`src/hw/cs_alu_pkg.sv`:
```
package cs_alu_pkg;

   // ==========================================
   // Instruction word layout
   localparam int OPCODE_MSB   = 31;
   localparam int OPCODE_LSB   = 20;
   localparam int OPERAND1_MSB = 19;
   localparam int OPERAND1_LSB = 10;
   localparam int OPERAND2_MSB = 9;
   localparam int OPERAND2_LSB = 0;

   // ==========================================
   // Opcode field layout
   localparam int PREFIX_MSB = 11;
   localparam int PREFIX_LSB = 10;
   localparam int CLASS_MSB  = 9;
   localparam int CLASS_LSB  = 7;
   localparam int SUBOP_MSB  = 6;
   localparam int SUBOP_LSB  = 0;

   // ==========================================
   // Opcode encodings
   localparam logic [11:0] OP_IDLE       = 12'h000;
   localparam logic [11:0] OP_LOAD       = 12'h080;
   localparam logic [11:0] OP_LOAD_INV   = 12'h480;
   localparam logic [11:0] OP_LOAD_ZERO  = 12'h081;
   localparam logic [11:0] OP_LOAD_ONES  = 12'h481;
   localparam logic [11:0] OP_ADD        = 12'h100;
   localparam logic [11:0] OP_SUB        = 12'h101;
   localparam logic [11:0] OP_AND        = 12'h102;
   localparam logic [11:0] OP_OR         = 12'h103;
   localparam logic [11:0] OP_XOR        = 12'h104;
   localparam logic [11:0] OP_STORE      = 12'h180;
   localparam logic [11:0] OP_STORE_INV  = 12'h580;

   // ==========================================
   // Operand selector encodings
   localparam logic [9:0] SEL_GPR_LAST  = 10'h00f;
   localparam logic [9:0] SEL_OPERAND_A = 10'h020;
   localparam logic [9:0] SEL_OPERAND_B = 10'h021;
   localparam logic [9:0] SEL_ACCUM     = 10'h031;
   localparam logic [9:0] SEL_ZERO      = 10'h032;
   localparam logic [9:0] SEL_CARRY     = 10'h033;

   // ==========================================
   // Sizes and reset values
   localparam int          DATA_WIDTH = 64;
   localparam int          GPR_COUNT  = 16;
   localparam logic [63:0] DATA_RESET = 64'h0000_0000_0000_0000;

   typedef enum logic [3:0] {
      KIND_IDLE      = 4'b0000,
      KIND_LOAD      = 4'b0001,
      KIND_LOAD_INV  = 4'b0010,
      KIND_LOAD_ZERO = 4'b0011,
      KIND_LOAD_ONES = 4'b0100,
      KIND_ADD       = 4'b0101,
      KIND_SUB       = 4'b0110,
      KIND_AND       = 4'b0111,
      KIND_OR        = 4'b1000,
      KIND_XOR       = 4'b1001,
      KIND_STORE     = 4'b1010,
      KIND_STORE_INV = 4'b1011,
      KIND_ILLEGAL   = 4'b1111
   } op_kind_t;

endpackage : cs_alu_pkg

```
`src/hw/cs_alu_decoder.sv`:
```
`timescale 1ns/1ps
`default_nettype none
module cs_alu_decoder (
   input  wire logic [11:0]           opcode,
   output cs_alu_pkg::op_kind_t       kind
);

   // ==========================================
   // Opcode to operation kind
   // Prefix, class and sub-op fields combined
   always_comb begin
      case (opcode)
         cs_alu_pkg::OP_IDLE:      kind = cs_alu_pkg::KIND_IDLE;      // see (RL5)
         cs_alu_pkg::OP_LOAD:      kind = cs_alu_pkg::KIND_LOAD;      // see (RL3)
         cs_alu_pkg::OP_LOAD_INV:  kind = cs_alu_pkg::KIND_LOAD_INV;  // see (RL3)
         cs_alu_pkg::OP_LOAD_ZERO: kind = cs_alu_pkg::KIND_LOAD_ZERO; // see (RL3)
         cs_alu_pkg::OP_LOAD_ONES: kind = cs_alu_pkg::KIND_LOAD_ONES; // see (RL3)
         cs_alu_pkg::OP_ADD:       kind = cs_alu_pkg::KIND_ADD;       // see (RL4)
         cs_alu_pkg::OP_SUB:       kind = cs_alu_pkg::KIND_SUB;       // see (RL4)
         cs_alu_pkg::OP_AND:       kind = cs_alu_pkg::KIND_AND;       // see (RL4)
         cs_alu_pkg::OP_OR:        kind = cs_alu_pkg::KIND_OR;        // see (RL4)
         cs_alu_pkg::OP_XOR:       kind = cs_alu_pkg::KIND_XOR;       // see (RL4)
         cs_alu_pkg::OP_STORE:     kind = cs_alu_pkg::KIND_STORE;     // see (RL5)
         cs_alu_pkg::OP_STORE_INV: kind = cs_alu_pkg::KIND_STORE_INV; // see (RL5)
         default:                  kind = cs_alu_pkg::KIND_ILLEGAL;   // see (RL8)
      endcase
   end

endmodule : cs_alu_decoder
`default_nettype wire

```
`src/hw/command_stream_alu.sv`:
```
`timescale 1ns/1ps
`default_nettype none
// Functional notes
// (RL1) Word: opcode bits 31:20, operand1 19:10, operand2 9:0.
// (RL2) Opcode: prefix 11:10, class 9:7, sub-operation 6:0.
// (RL3) Load family codes 0x080, 0x480, 0x081, 0x481.
// (RL4) Add 0x100, subtract 0x101, and 0x102, or 0x103, xor 0x104.
// (RL5) 0x000 idle changes nothing; 0x180 store, 0x580 inverted store.
// (RL6) Selectors 0x0..0xf address the sixteen general registers.
// (RL7) 0x20/0x21 operands A/B; 0x31/0x32/0x33 accumulator, zero, carry.
// (RL8) Only twelve opcodes are defined; others are flagged and ignored.
// (RL9) Issuer gives operand A/B then general register for loads.
// (RL10) Issuer gives general register then accumulator or flag for stores.
// (RL11) Inverted load complements; load-zero and load-ones write constants.
// (RL12) Arithmetic/logic ops combine A and B into accumulator and flags.
// (RL13) Storing a flag replicates it across all 64 bits.
// (RL14) Inverted store writes complement of accumulator or flag.
// (RL15) Zero when result is zero; carry out on add, borrow on subtract.
// (RL16) Instructions execute one at a time in issue order.
module command_stream_alu (
   input  wire logic        clock,
   input  wire logic        rst_b,
   input  wire logic        instr_valid,
   input  wire logic [31:0] instr_word,
   output logic             instr_ready,
   output logic             done,
   output logic             illegal_op,
   output logic             bad_operand,
   input  wire logic        gpr_write,
   input  wire logic [3:0]  gpr_index,
   input  wire logic [63:0] gpr_wdata,
   output logic [63:0]      gpr_rdata,
   output logic [63:0]      accumulator_reg,
   output logic             zero_flag,
   output logic             carry_flag
);

   // ==========================================
   // Storage
   logic [63:0]          streamer_general_registers [cs_alu_pkg::GPR_COUNT];
   logic [63:0]          operand_a_reg;
   logic [63:0]          operand_b_reg;
   cs_alu_pkg::op_kind_t kind;
   logic [11:0]          opcode;
   logic [9:0]           operand1;
   logic [9:0]           operand2;
   logic                 take;

   // Replicates one flag across a full word
   function automatic logic [63:0] spread(input logic bit_in);
      spread = {cs_alu_pkg::DATA_WIDTH{bit_in}};
   endfunction : spread

   // Selector addresses a general register
   function automatic logic is_gpr(input logic [9:0] sel);
      is_gpr = (sel <= cs_alu_pkg::SEL_GPR_LAST);
   endfunction : is_gpr

   // Selector names operand register A or B
   function automatic logic is_operand_reg(input logic [9:0] sel);
      is_operand_reg = (sel == cs_alu_pkg::SEL_OPERAND_A) ||
                       (sel == cs_alu_pkg::SEL_OPERAND_B);
   endfunction : is_operand_reg

   // ==========================================
   // Field split
   assign opcode   = instr_word[cs_alu_pkg::OPCODE_MSB:cs_alu_pkg::OPCODE_LSB];     // see (RL1)
   assign operand1 = instr_word[cs_alu_pkg::OPERAND1_MSB:cs_alu_pkg::OPERAND1_LSB]; // see (RL1)
   assign operand2 = instr_word[cs_alu_pkg::OPERAND2_MSB:cs_alu_pkg::OPERAND2_LSB]; // see (RL1)
   // Always ready: each word completes in its own cycle
   assign take     = instr_valid;                                                    // see (RL16)

   // Decoder matches prefix, class and sub-op together as one 12-bit opcode
   cs_alu_decoder u_decoder (
      .opcode (opcode),  // see (RL2)
      .kind   (kind)
   );

   // ==========================================
   // Operand source values
   logic [63:0] load_src;
   logic [63:0] store_src;
   logic        load_ok;
   logic        store_ok;

   // Load reads a general register, store reads accumulator or a flag
   always_comb begin
      load_src  = streamer_general_registers[operand2[3:0]];                // see (RL6)
      load_ok   = is_gpr(operand2) && is_operand_reg(operand1);            // see (RL9)
      store_ok  = is_gpr(operand1);                                          // see (RL10)
      case (operand2)
         cs_alu_pkg::SEL_ACCUM: store_src = accumulator_reg;                 // see (RL7)
         cs_alu_pkg::SEL_ZERO:  store_src = spread(zero_flag);               // see (RL13)
         cs_alu_pkg::SEL_CARRY: store_src = spread(carry_flag);              // see (RL13)
         default: begin
            store_src = cs_alu_pkg::DATA_RESET;
            store_ok  = 1'b0;
         end
      endcase
   end

   // ==========================================
   // Arithmetic and logic
   logic [64:0] result;
   logic [64:0] wide_a;
   logic [64:0] wide_b;

   // One spare bit catches carry out and borrow
   assign wide_a = {1'b0, operand_a_reg};
   assign wide_b = {1'b0, operand_b_reg};

   always_comb begin
      case (kind)
         cs_alu_pkg::KIND_ADD: result = wide_a + wide_b;                       // see (RL15)
         cs_alu_pkg::KIND_SUB: result = wide_a - wide_b;                       // see (RL15)
         cs_alu_pkg::KIND_AND: result = {1'b0, operand_a_reg & operand_b_reg};
         cs_alu_pkg::KIND_OR:  result = {1'b0, operand_a_reg | operand_b_reg};
         cs_alu_pkg::KIND_XOR: result = {1'b0, operand_a_reg ^ operand_b_reg};
         default:              result = {1'b0, accumulator_reg};
      endcase
   end

   logic is_arith;
   assign is_arith = (kind == cs_alu_pkg::KIND_ADD) || (kind == cs_alu_pkg::KIND_SUB) ||
                     (kind == cs_alu_pkg::KIND_AND) || (kind == cs_alu_pkg::KIND_OR) ||
                     (kind == cs_alu_pkg::KIND_XOR);

   // ==========================================
   // Operand registers
   logic [63:0] load_value;

   always_comb begin
      case (kind)
         cs_alu_pkg::KIND_LOAD_INV:  load_value = ~load_src;                  // see (RL11)
         cs_alu_pkg::KIND_LOAD_ZERO: load_value = spread(1'b0);               // see (RL11)
         cs_alu_pkg::KIND_LOAD_ONES: load_value = spread(1'b1);               // see (RL11)
         default:                    load_value = load_src;
      endcase
   end

   logic is_load;
   logic load_fixed;
   logic do_load;
   assign load_fixed = (kind == cs_alu_pkg::KIND_LOAD_ZERO) ||
                       (kind == cs_alu_pkg::KIND_LOAD_ONES);
   assign is_load    = (kind == cs_alu_pkg::KIND_LOAD) ||
                       (kind == cs_alu_pkg::KIND_LOAD_INV) || load_fixed;
   // Constant loads need only a valid target selector
   assign do_load    = take && is_load &&
                       (load_ok || (load_fixed && is_operand_reg(operand1)));

   // Loads are the only way to set operands A and B
   always_ff @(posedge clock or negedge rst_b) begin
      if (!rst_b) begin
         operand_a_reg <= cs_alu_pkg::DATA_RESET;
         operand_b_reg <= cs_alu_pkg::DATA_RESET;
      end else if (do_load) begin
         if (operand1 == cs_alu_pkg::SEL_OPERAND_A) begin                      // see (RL7)
            operand_a_reg <= load_value;
         end else begin
            operand_b_reg <= load_value;
         end
      end
   end

   // ==========================================
   // Accumulator and flags
   always_ff @(posedge clock or negedge rst_b) begin
      if (!rst_b) begin
         accumulator_reg <= cs_alu_pkg::DATA_RESET;
         zero_flag       <= 1'b0;
         carry_flag      <= 1'b0;
      end else if (take && is_arith) begin
         accumulator_reg <= result[63:0];                                     // see (RL12)
         zero_flag       <= (result[63:0] == cs_alu_pkg::DATA_RESET);         // see (RL15)
         carry_flag      <= result[64];                                       // see (RL15)
      end
   end

   // ==========================================
   // General registers: store path has priority over side write
   logic do_store;
   assign do_store = take && store_ok && ((kind == cs_alu_pkg::KIND_STORE) ||
                     (kind == cs_alu_pkg::KIND_STORE_INV));

   always_ff @(posedge clock or negedge rst_b) begin
      if (!rst_b) begin
         for (int i = 0; i < cs_alu_pkg::GPR_COUNT; i++) begin
            streamer_general_registers[i] <= cs_alu_pkg::DATA_RESET;
         end
      end else if (do_store) begin
         if (kind == cs_alu_pkg::KIND_STORE_INV) begin
            streamer_general_registers[operand1[3:0]] <= ~store_src;           // see (RL14)
         end else begin
            streamer_general_registers[operand1[3:0]] <= store_src;            // see (RL13)
         end
      end else if (gpr_write) begin
         streamer_general_registers[gpr_index] <= gpr_wdata;
      end
   end

   // Read port for the streamer's register access path
   always_ff @(posedge clock or negedge rst_b) begin
      if (!rst_b) begin
         gpr_rdata <= cs_alu_pkg::DATA_RESET;
      end else begin
         gpr_rdata <= streamer_general_registers[gpr_index];
      end
   end

   // ==========================================
   // Status pulses
   logic operand_bad;
   always_comb begin
      case (kind)
         cs_alu_pkg::KIND_LOAD, cs_alu_pkg::KIND_LOAD_INV: operand_bad = !load_ok;  // see (RL9)
         cs_alu_pkg::KIND_LOAD_ZERO, cs_alu_pkg::KIND_LOAD_ONES: operand_bad = !do_load;
         cs_alu_pkg::KIND_STORE, cs_alu_pkg::KIND_STORE_INV: operand_bad = !store_ok; // see (RL10)
         default: operand_bad = 1'b0;
      endcase
   end

   always_ff @(posedge clock or negedge rst_b) begin
      if (!rst_b) begin
         done        <= 1'b0;
         illegal_op  <= 1'b0;
         bad_operand <= 1'b0;
         instr_ready <= 1'b0;
      end else begin
         instr_ready <= 1'b1;
         done        <= take;
         illegal_op  <= take && (kind == cs_alu_pkg::KIND_ILLEGAL);           // see (RL8)
         bad_operand <= take && operand_bad;
      end
   end

endmodule : command_stream_alu
`default_nettype wire

```
`config.mk`:
```
export PLATFORM = sky130hd
export DESIGN_NAME = command_stream_alu
export DESIGN_NICKNAME = d
export VERILOG_FILES = /design/src/hw/cs_alu_pkg.sv /design/src/hw/cs_alu_decoder.sv /design/src/hw/command_stream_alu.sv
export SDC_FILE = /design/constraint.sdc
export NUM_CORES = 2
export LEC_CHECK = 0
export BUFFER_PORTS_ARGS = -buffer_cell sky130_fd_sc_hd__clkbuf_2
export CELL_PAD_IN_SITES_DETAIL_PLACEMENT = 2
export CELL_PAD_IN_SITES_GLOBAL_PLACEMENT = 2
export CORE_MARGIN = 2
export CORE_UTILIZATION = 45
export DETAILED_ROUTE_END_ITERATION = 12
export PLACE_DENSITY = 0.93
export SLEW_MARGIN = 20
export SYNTH_ARGS = -nofsm -noshare
export SYNTH_HDL_FRONTEND = slang
export SYNTH_SLANG_ARGS = --single-unit
```
`constraint.sdc`:
```
create_clock -name clock -period 10 [get_ports clock]
set_clock_uncertainty 0.2 [all_clocks]
set_input_delay 1 -clock clock [delete_from_list [all_inputs] [get_ports clock]]
set_output_delay 1 -clock clock [all_outputs]
set_load 0.02 [all_outputs]
```
==> metrics list, run 1 <==
- The flow did not finish.
* Step where the flow halted: global routing
- The first error in the log reads "[ERROR GRT-0232] Routing congestion too high. Check the congestion heatmap in the GUI".
- PortBufs: approximately 240
- In this run, synthesis produced a sequential element count of 1,286.
- The tree built by TritonCTS fans out to 1,286 sinks.
* Die Span Y: around 420 um
* Number of distinct library cells after synthesis: between 80 and 90
- Post-CTS Setup Repair Bufs: 0
* Die Wd: 423 um
* Antenna violations before repair: approximately 120
- Entering global routing, the biggest net connects around 180 pins.
* DPL Wire Length: 271,000 um
* Main flop type after synthesis: sky130_fd_sc_hd__dfrtp_1
* Gr ovfl total: 107
* I/O pin count: about 240
* Post-synthesis async set-or-reset flop share: 1.00
* Initial standard-cell utilization of the core: 0.454
- CTS placed an instance of sky130_fd_sc_hd__clkbuf_16 at the clock tree root.
- Post-synthesis area per instance: 11.0 um^2
- Synthesis produced a netlist with a net count of 7,509.
- In the global route stage, overall resource usage came out at 0.828.
- Number of enable-type register cells in the synthesized netlist: 0
- The placed instances occupy a cell area of 82,100 um^2.
- Post-synthesis instance area: between 70,000 and 80,000 um^2
- Number of buffers inserted during clock tree synthesis: 150
- Of the synthesized area, sequential elements account for 0.407.
- The clock tree synthesis step divided the H-tree into 4 levels.
- DP Worst Slack: 0.786 ns
- Maximum clock path buffer count: 3
- Synthesized instance count: a little over 7,000
* Rows: around 150
- Warning count from the yosys run: 0
- Final RePlAce weighted congestion: between 0.9 and 1
-- synthesized netlist by cell type (19+ instances only) --
cell | number | area [um^2]
sky130_fd_sc_hd__dfrtp_1 | 1286 | 32200
sky130_fd_sc_hd__nor2_1 | 1149 | 4310
sky130_fd_sc_hd__a221o_1 | 1028 | 10300
sky130_fd_sc_hd__mux4_2 | 640 | 14400
sky130_fd_sc_hd__clkbuf_1 | 599 | 2250
sky130_fd_sc_hd__nand2_1 | 484 | 1820
sky130_fd_sc_hd__o21ai_0 | 267 | 1340
sky130_fd_sc_hd__a21oi_1 | 206 | 1030
sky130_fd_sc_hd__ha_1 | 193 | 2410
sky130_fd_sc_hd__inv_1 | 155 | 582
sky130_fd_sc_hd__buf_2 | 145 | 726
sky130_fd_sc_hd__buf_1 | 114 | 428
sky130_fd_sc_hd__xnor2_1 | 100 | 876
sky130_fd_sc_hd__nand4_1 | 78 | 488
sky130_fd_sc_hd__mux2i_1 | 70 | 701
sky130_fd_sc_hd__nand3_1 | 50 | 250
sky130_fd_sc_hd__xor2_1 | 49 | 429
sky130_fd_sc_hd__nor4_1 | 46 | 288
sky130_fd_sc_hd__nor3_1 | 43 | 215
sky130_fd_sc_hd__o211ai_1 | 38 | 285
sky130_fd_sc_hd__a221oi_1 | 33 | 289
sky130_fd_sc_hd__a211oi_1 | 32 | 240
sky130_fd_sc_hd__o21a_1 | 28 | 210
sky130_fd_sc_hd__or3_1 | 24 | 150
sky130_fd_sc_hd__and3_1 | 23 | 144
sky130_fd_sc_hd__o31ai_1 | 21 | 158
sky130_fd_sc_hd__a21o_1 | 20 | 150
sky130_fd_sc_hd__a31oi_1 | 20 | 125
sky130_fd_sc_hd__nor4b_1 | 19 | 166
sky130_fd_sc_hd__or4_1 | 19 | 143
-- kinds of logic after synthesis --
| group | Yosys count | share of synthesized area |
|---|---|---|
| DFF | 1286 | 0.407 |
| buffers and inverters | 1015 | 0.0506 |
| and+or+nand+nor | 2023 | 0.109 |
| other | 1 | 0.0000474 |
| adders and majority gates | 194 | 0.0308 |
| xor gates and xnor gates | 149 | 0.0165 |
| AOI/OAI and AO/OA | 1818 | 0.193 |
| muxes | 725 | 0.193 |
-- per-layer routing --
layer	GRT overflow	track usage
met1	2	0.810
met3	5	0.783
met2	29	0.908
met4	70	0.796
met5	1	0.718
-- stage by stage --
stage	hold WS, ns	instances
after floorplan	0.288	7211
after global placement	0.305	9096
after detailed placement	0.318	9096
after CTS	0.338	9367
-- timing repair --
item,in CTS
hold buffers,1
endpoints found under the hold margin,28
resized for setup,0
==> run 2, diff against run 1 <==
- CELL_PAD_IN_SITES_DETAIL_PLACEMENT: 2 -> default
- CELL_PAD_IN_SITES_GLOBAL_PLACEMENT: 2 -> default
- CORE_UTILIZATION: 45 -> 30
- PLACE_DENSITY: 0.93 -> default
- PLACE_DENSITY_LB_ADDON: default -> 0.15
==> run 2 against run 1 <==
Against the previous run:
- the run now ends clean
- synthesized cell count is the same
- area after synthesis is the same
==> metrics list, run 2 <==
- The flow ran to the end, and the final reports show no timing, DRC or antenna violations.
- Top library cells by usage in the layout, fill and taps aside: 1,286 x sky130_fd_sc_hd__dfrtp_1, 1,145 x sky130_fd_sc_hd__nor2_1, 1,028 x sky130_fd_sc_hd__a221o_1
* Die Span Y: slightly above 500 um
- Flip-flop count of the largest register, all copies and words added: a little over 1,000
- sky130_fd_sc_hd__dfrtp_1 takes more of the synthesized area than any other cell.
- Gates resized, CTS repair: 0
- The library cell used most frequently in the layout, excluding fill and tap cells, is sky130_fd_sc_hd__dfrtp_1.
- CP Capture Type: flip-flop
- Count of pins over their slew limit: 0
- The routed design has ~400,000 um of wire.
- The critical path goes through or4_1, nor4_1, nand2_1, nor2_1, nand4_1, or2_2, nor2_1, nand2_1, o41ai_1, xnor2_1, ha_1, nand4_1, nor4_1, o31ai_1, and3_1, nor4_1, o311ai_0, or4_1, a21oi_1, nand4b_1, nand2_1.
* Overall track demand over capacity in global routing: 0.294
- Total power per unit cell area: 183 nW/um^2
* Sinks on Clock Net: 1,286
* I/O pin count: ~240
* Slew HR: 0.183
- The design draws about 0.016 W.
- The number of setup buffers added after CTS is 0.
- TritonCTS clock tree: done
* Post-route minimum period: around 8.4 ns
* Number of nets in the synthesized netlist: between 7,000 and 8,000
- DRT antenna net count: 0
* Peak supply drop: ~120 uV
- During placement, the flow inserted port buffers numbering 237.
* Core outline area: roughly 260,000 um^2
* Iteration-0 DRC count of the detailed router: between 9,000 and 10,000
- The largest individual stage delay along the critical path comes from the cell sky130_fd_sc_hd__nor4_1.
* Die Wd: 517 um
* Crit Path Max Fanout: 15
- The Yosys step of the flow raised 0 warnings.
* Number of buffers inserted during clock tree synthesis: 163
- Maximum clock path buffer count: 3
- Post-synthesis async set-or-reset flop share: 1.00
- Register bit count reported by yosys: around 1,300
- Final RePlAce weighted congestion: between 0.9 and 1
- Data required time of the critical path: roughly 11 ns
- Final layout net count: 7,276
- The number of endpoints with negative hold slack in the final report came to 0.
- Clock-pin slew of the registers on the worst-case setup and hold paths: ~0.060 ns
- After synthesis, the cell types taking the most area are sky130_fd_sc_hd__dfrtp_1 41%, sky130_fd_sc_hd__mux4_2 18%, sky130_fd_sc_hd__a221o_1 13%.
* Post-synthesis instance area: just under 80,000 um^2
* RSZ-0062 raised after global routing: no
- At the worst endpoint, the arrival time is between 9 and 10 ns.
* Cell with the most instances after synthesis: sky130_fd_sc_hd__dfrtp_1
* Transition time at the pin with the least slew margin: around 1.2 ns
- The initial antenna violation count came to 34.
- The initial utilization of the core area, before any placement, comes to 0.301.
* Number of global-route vias before repair: 67,900
- For this run, the register share of the synthesized area comes to 0.407.
- The floorplan has 188 rows.
- Total Die Area: approximately 270,000 um^2
- Share of layout cells above drive strength 1: 0.208
* Classification of the worst setup path: reg2reg
* Buffers and inverters on the worst path: 0
- For the worst-skew pair, the clock arrives at the later sink with an insertion delay of 0.86 ns.
* Area share of the largest cell type after synthesis: 0.407
* Final routed DRC violation total: 0
- Register ranked first by flip-flop count: streamer_general_registers
- Root buffer selected by CTS: sky130_fd_sc_hd__clkbuf_16
- The number of hold buffers added after CTS was 1.
- Wire length of the first global-routing pass: 559,000 um
- Summed over all failing endpoints, the final setup total negative slack is 0 ns.
* Post-synthesis area per instance: around 11 um^2
- Tcrit/Tclk final: 0.843
- DPL Wire Length: ~240,000 um
- Detailed routing inserted a total of ~70,000 vias.
* Maximum number of pins on one net before global-route repair: 164
- Main flop type after synthesis: sky130_fd_sc_hd__dfrtp_1
* P_leak: around 36 nW
* Synthesized instance count: ~7,200
- In this run the worst hold path is classified as reg2reg.
- Counting flops with a built-in enable in the synthesized netlist gives 0.
- Setup violations remaining at the end of the flow were counted as 0.
- After detailed routing, the average wire length per cell comes to ~38 um.
- Detailed-routing iteration count for the pre-antenna-repair pass: 8
* Worst path top cell family by delay: simple AND/OR/NAND/NOR gates
- Number of levels the H-tree was split into: 4
- Fmax: ~120 MHz
- Max-Cap Viols: 0
- Post-detailed-route via-to-cell ratio: approximately 6.5
- Counting distinct cell types in the post-synthesis netlist gives 84.
- Gr ovfl total: 0
- Biggest cell delay along the critical path: 0.72 ns
- The worst setup path is launched from a flip-flop.
- The commonest cells after synthesis are 1,286 x sky130_fd_sc_hd__dfrtp_1, 1,149 x sky130_fd_sc_hd__nor2_1, 1,028 x sky130_fd_sc_hd__a221o_1.
- From synthesis to final layout, the design area changed by 13.1%.
-- run 2: cell counts after synthesis --
Identical to the previous run, type by type.
-- run 2: layout make-up --
cell class / count / area, um^2
Fill cell: 26000 / 173000
Clock inverter: 48 / 558
Sequential cell: 1286 / 32200
Timing Repair Buffer: 462 / 3160
Antenna cell: 20 / 50.0
Clock buffer: 246 / 4940
Inverter: 155 / 582
Multi-Input combinational cell: 4910 / 43600
Tap cell: 3515 / 4400
-- run 2: worst reg2reg max path, cell delays in order (launching register included) --
cell                       delay, ns
sky130_fd_sc_hd__dfrtp_1        0.41
sky130_fd_sc_hd__or4_1          0.61
sky130_fd_sc_hd__nor4_1         0.43
sky130_fd_sc_hd__nand2_1        0.14
sky130_fd_sc_hd__nor2_1         0.44
sky130_fd_sc_hd__nand4_1        0.54
sky130_fd_sc_hd__or2_2          0.49
sky130_fd_sc_hd__nor2_1         0.09
sky130_fd_sc_hd__nand2_1        0.17
sky130_fd_sc_hd__o41ai_1        0.40
sky130_fd_sc_hd__xnor2_1        0.11
sky130_fd_sc_hd__ha_1           0.67
sky130_fd_sc_hd__nand4_1        0.35
sky130_fd_sc_hd__nor4_1         0.72
sky130_fd_sc_hd__o31ai_1        0.39
sky130_fd_sc_hd__and3_1         0.36
sky130_fd_sc_hd__nor4_1         0.56
sky130_fd_sc_hd__o311ai_0       0.33
sky130_fd_sc_hd__or4_1          0.56
sky130_fd_sc_hd__a21oi_1        0.20
sky130_fd_sc_hd__nand4b_1       0.14
sky130_fd_sc_hd__nand2_1        0.10
-- run 2: cell families (layout without fill, tap and decap cells) --
logic type                 after synthesis  count (layout)  synth area share
AOI/OAI and AO/OA                     1818            1818             0.193
and+or+nand+nor                       2023            2023             0.109
other                                    1              21         0.0000474
muxes                                  725             725             0.193
DFF                                   1286            1286             0.407
buffers and inverters                 1015             911            0.0506
xor gates and xnor gates               149             149            0.0165
adders and majority gates              194             194            0.0308
-- run 2: report_power, final --
part / switching (W) / total (W) / internal, W / leakage [nW]
registers: 0.000765 / 0.00690 / 0.00613 / 15.9
clock network: 0.00258 / 0.00621 / 0.00363 / 2.71
logic: 0.00148 / 0.00329 / 0.00181 / 17.0
total: 0.00482 / 0.0164 / 0.0116 / 35.6
-- run 2: final timing paths --
kind | startpoint | endpoint | slack, ns | cells after the start
worst min register to register | streamer_general_registers[73] | streamer_general_registers[73] | 0.33 | 1
worst max-delay path | operand_b_reg[9] | zero_flag | 1.57 | 21
worst min-delay path | streamer_general_registers[73] | streamer_general_registers[73] | 0.33 | 1
max in group asynchronous | rst_b | streamer_general_registers[109] | 6.66 | 4
worst max register to register | operand_b_reg[9] | zero_flag | 1.57 | 21
min in group asynchronous | rst_b | accumulator_reg[8] | 0.54 | 2
-- run 2: metrics by stage --
step	hold slack [ns]	instance area, um^2	std cells	utilization	worst slack [ns]
2_1_floorplan	0.288	79100	7211	-	3.13
3_3_place_gp	0.307	83800	10300	0.320	1.14
3_5_place_dp	0.310	83900	10300	0.320	1.12
4_1_cts	0.291	89400	10600	0.341	1.62
5_1_grt	0.336	89400	10600	0.341	1.29
6_report	0.327	89500	10600	0.341	1.57
-- run 2: per-layer routing --
metal	part of all wire	vias up	global-route usage
met1	0.41	36800	0.402
met5	0.00043	-	0
li1	-	27400	-
met4	0.043	26	0.119
met2	0.44	4295	0.444
met3	0.098	872	0.0702
Note: power is estimated with default switching activity, not from simulation.
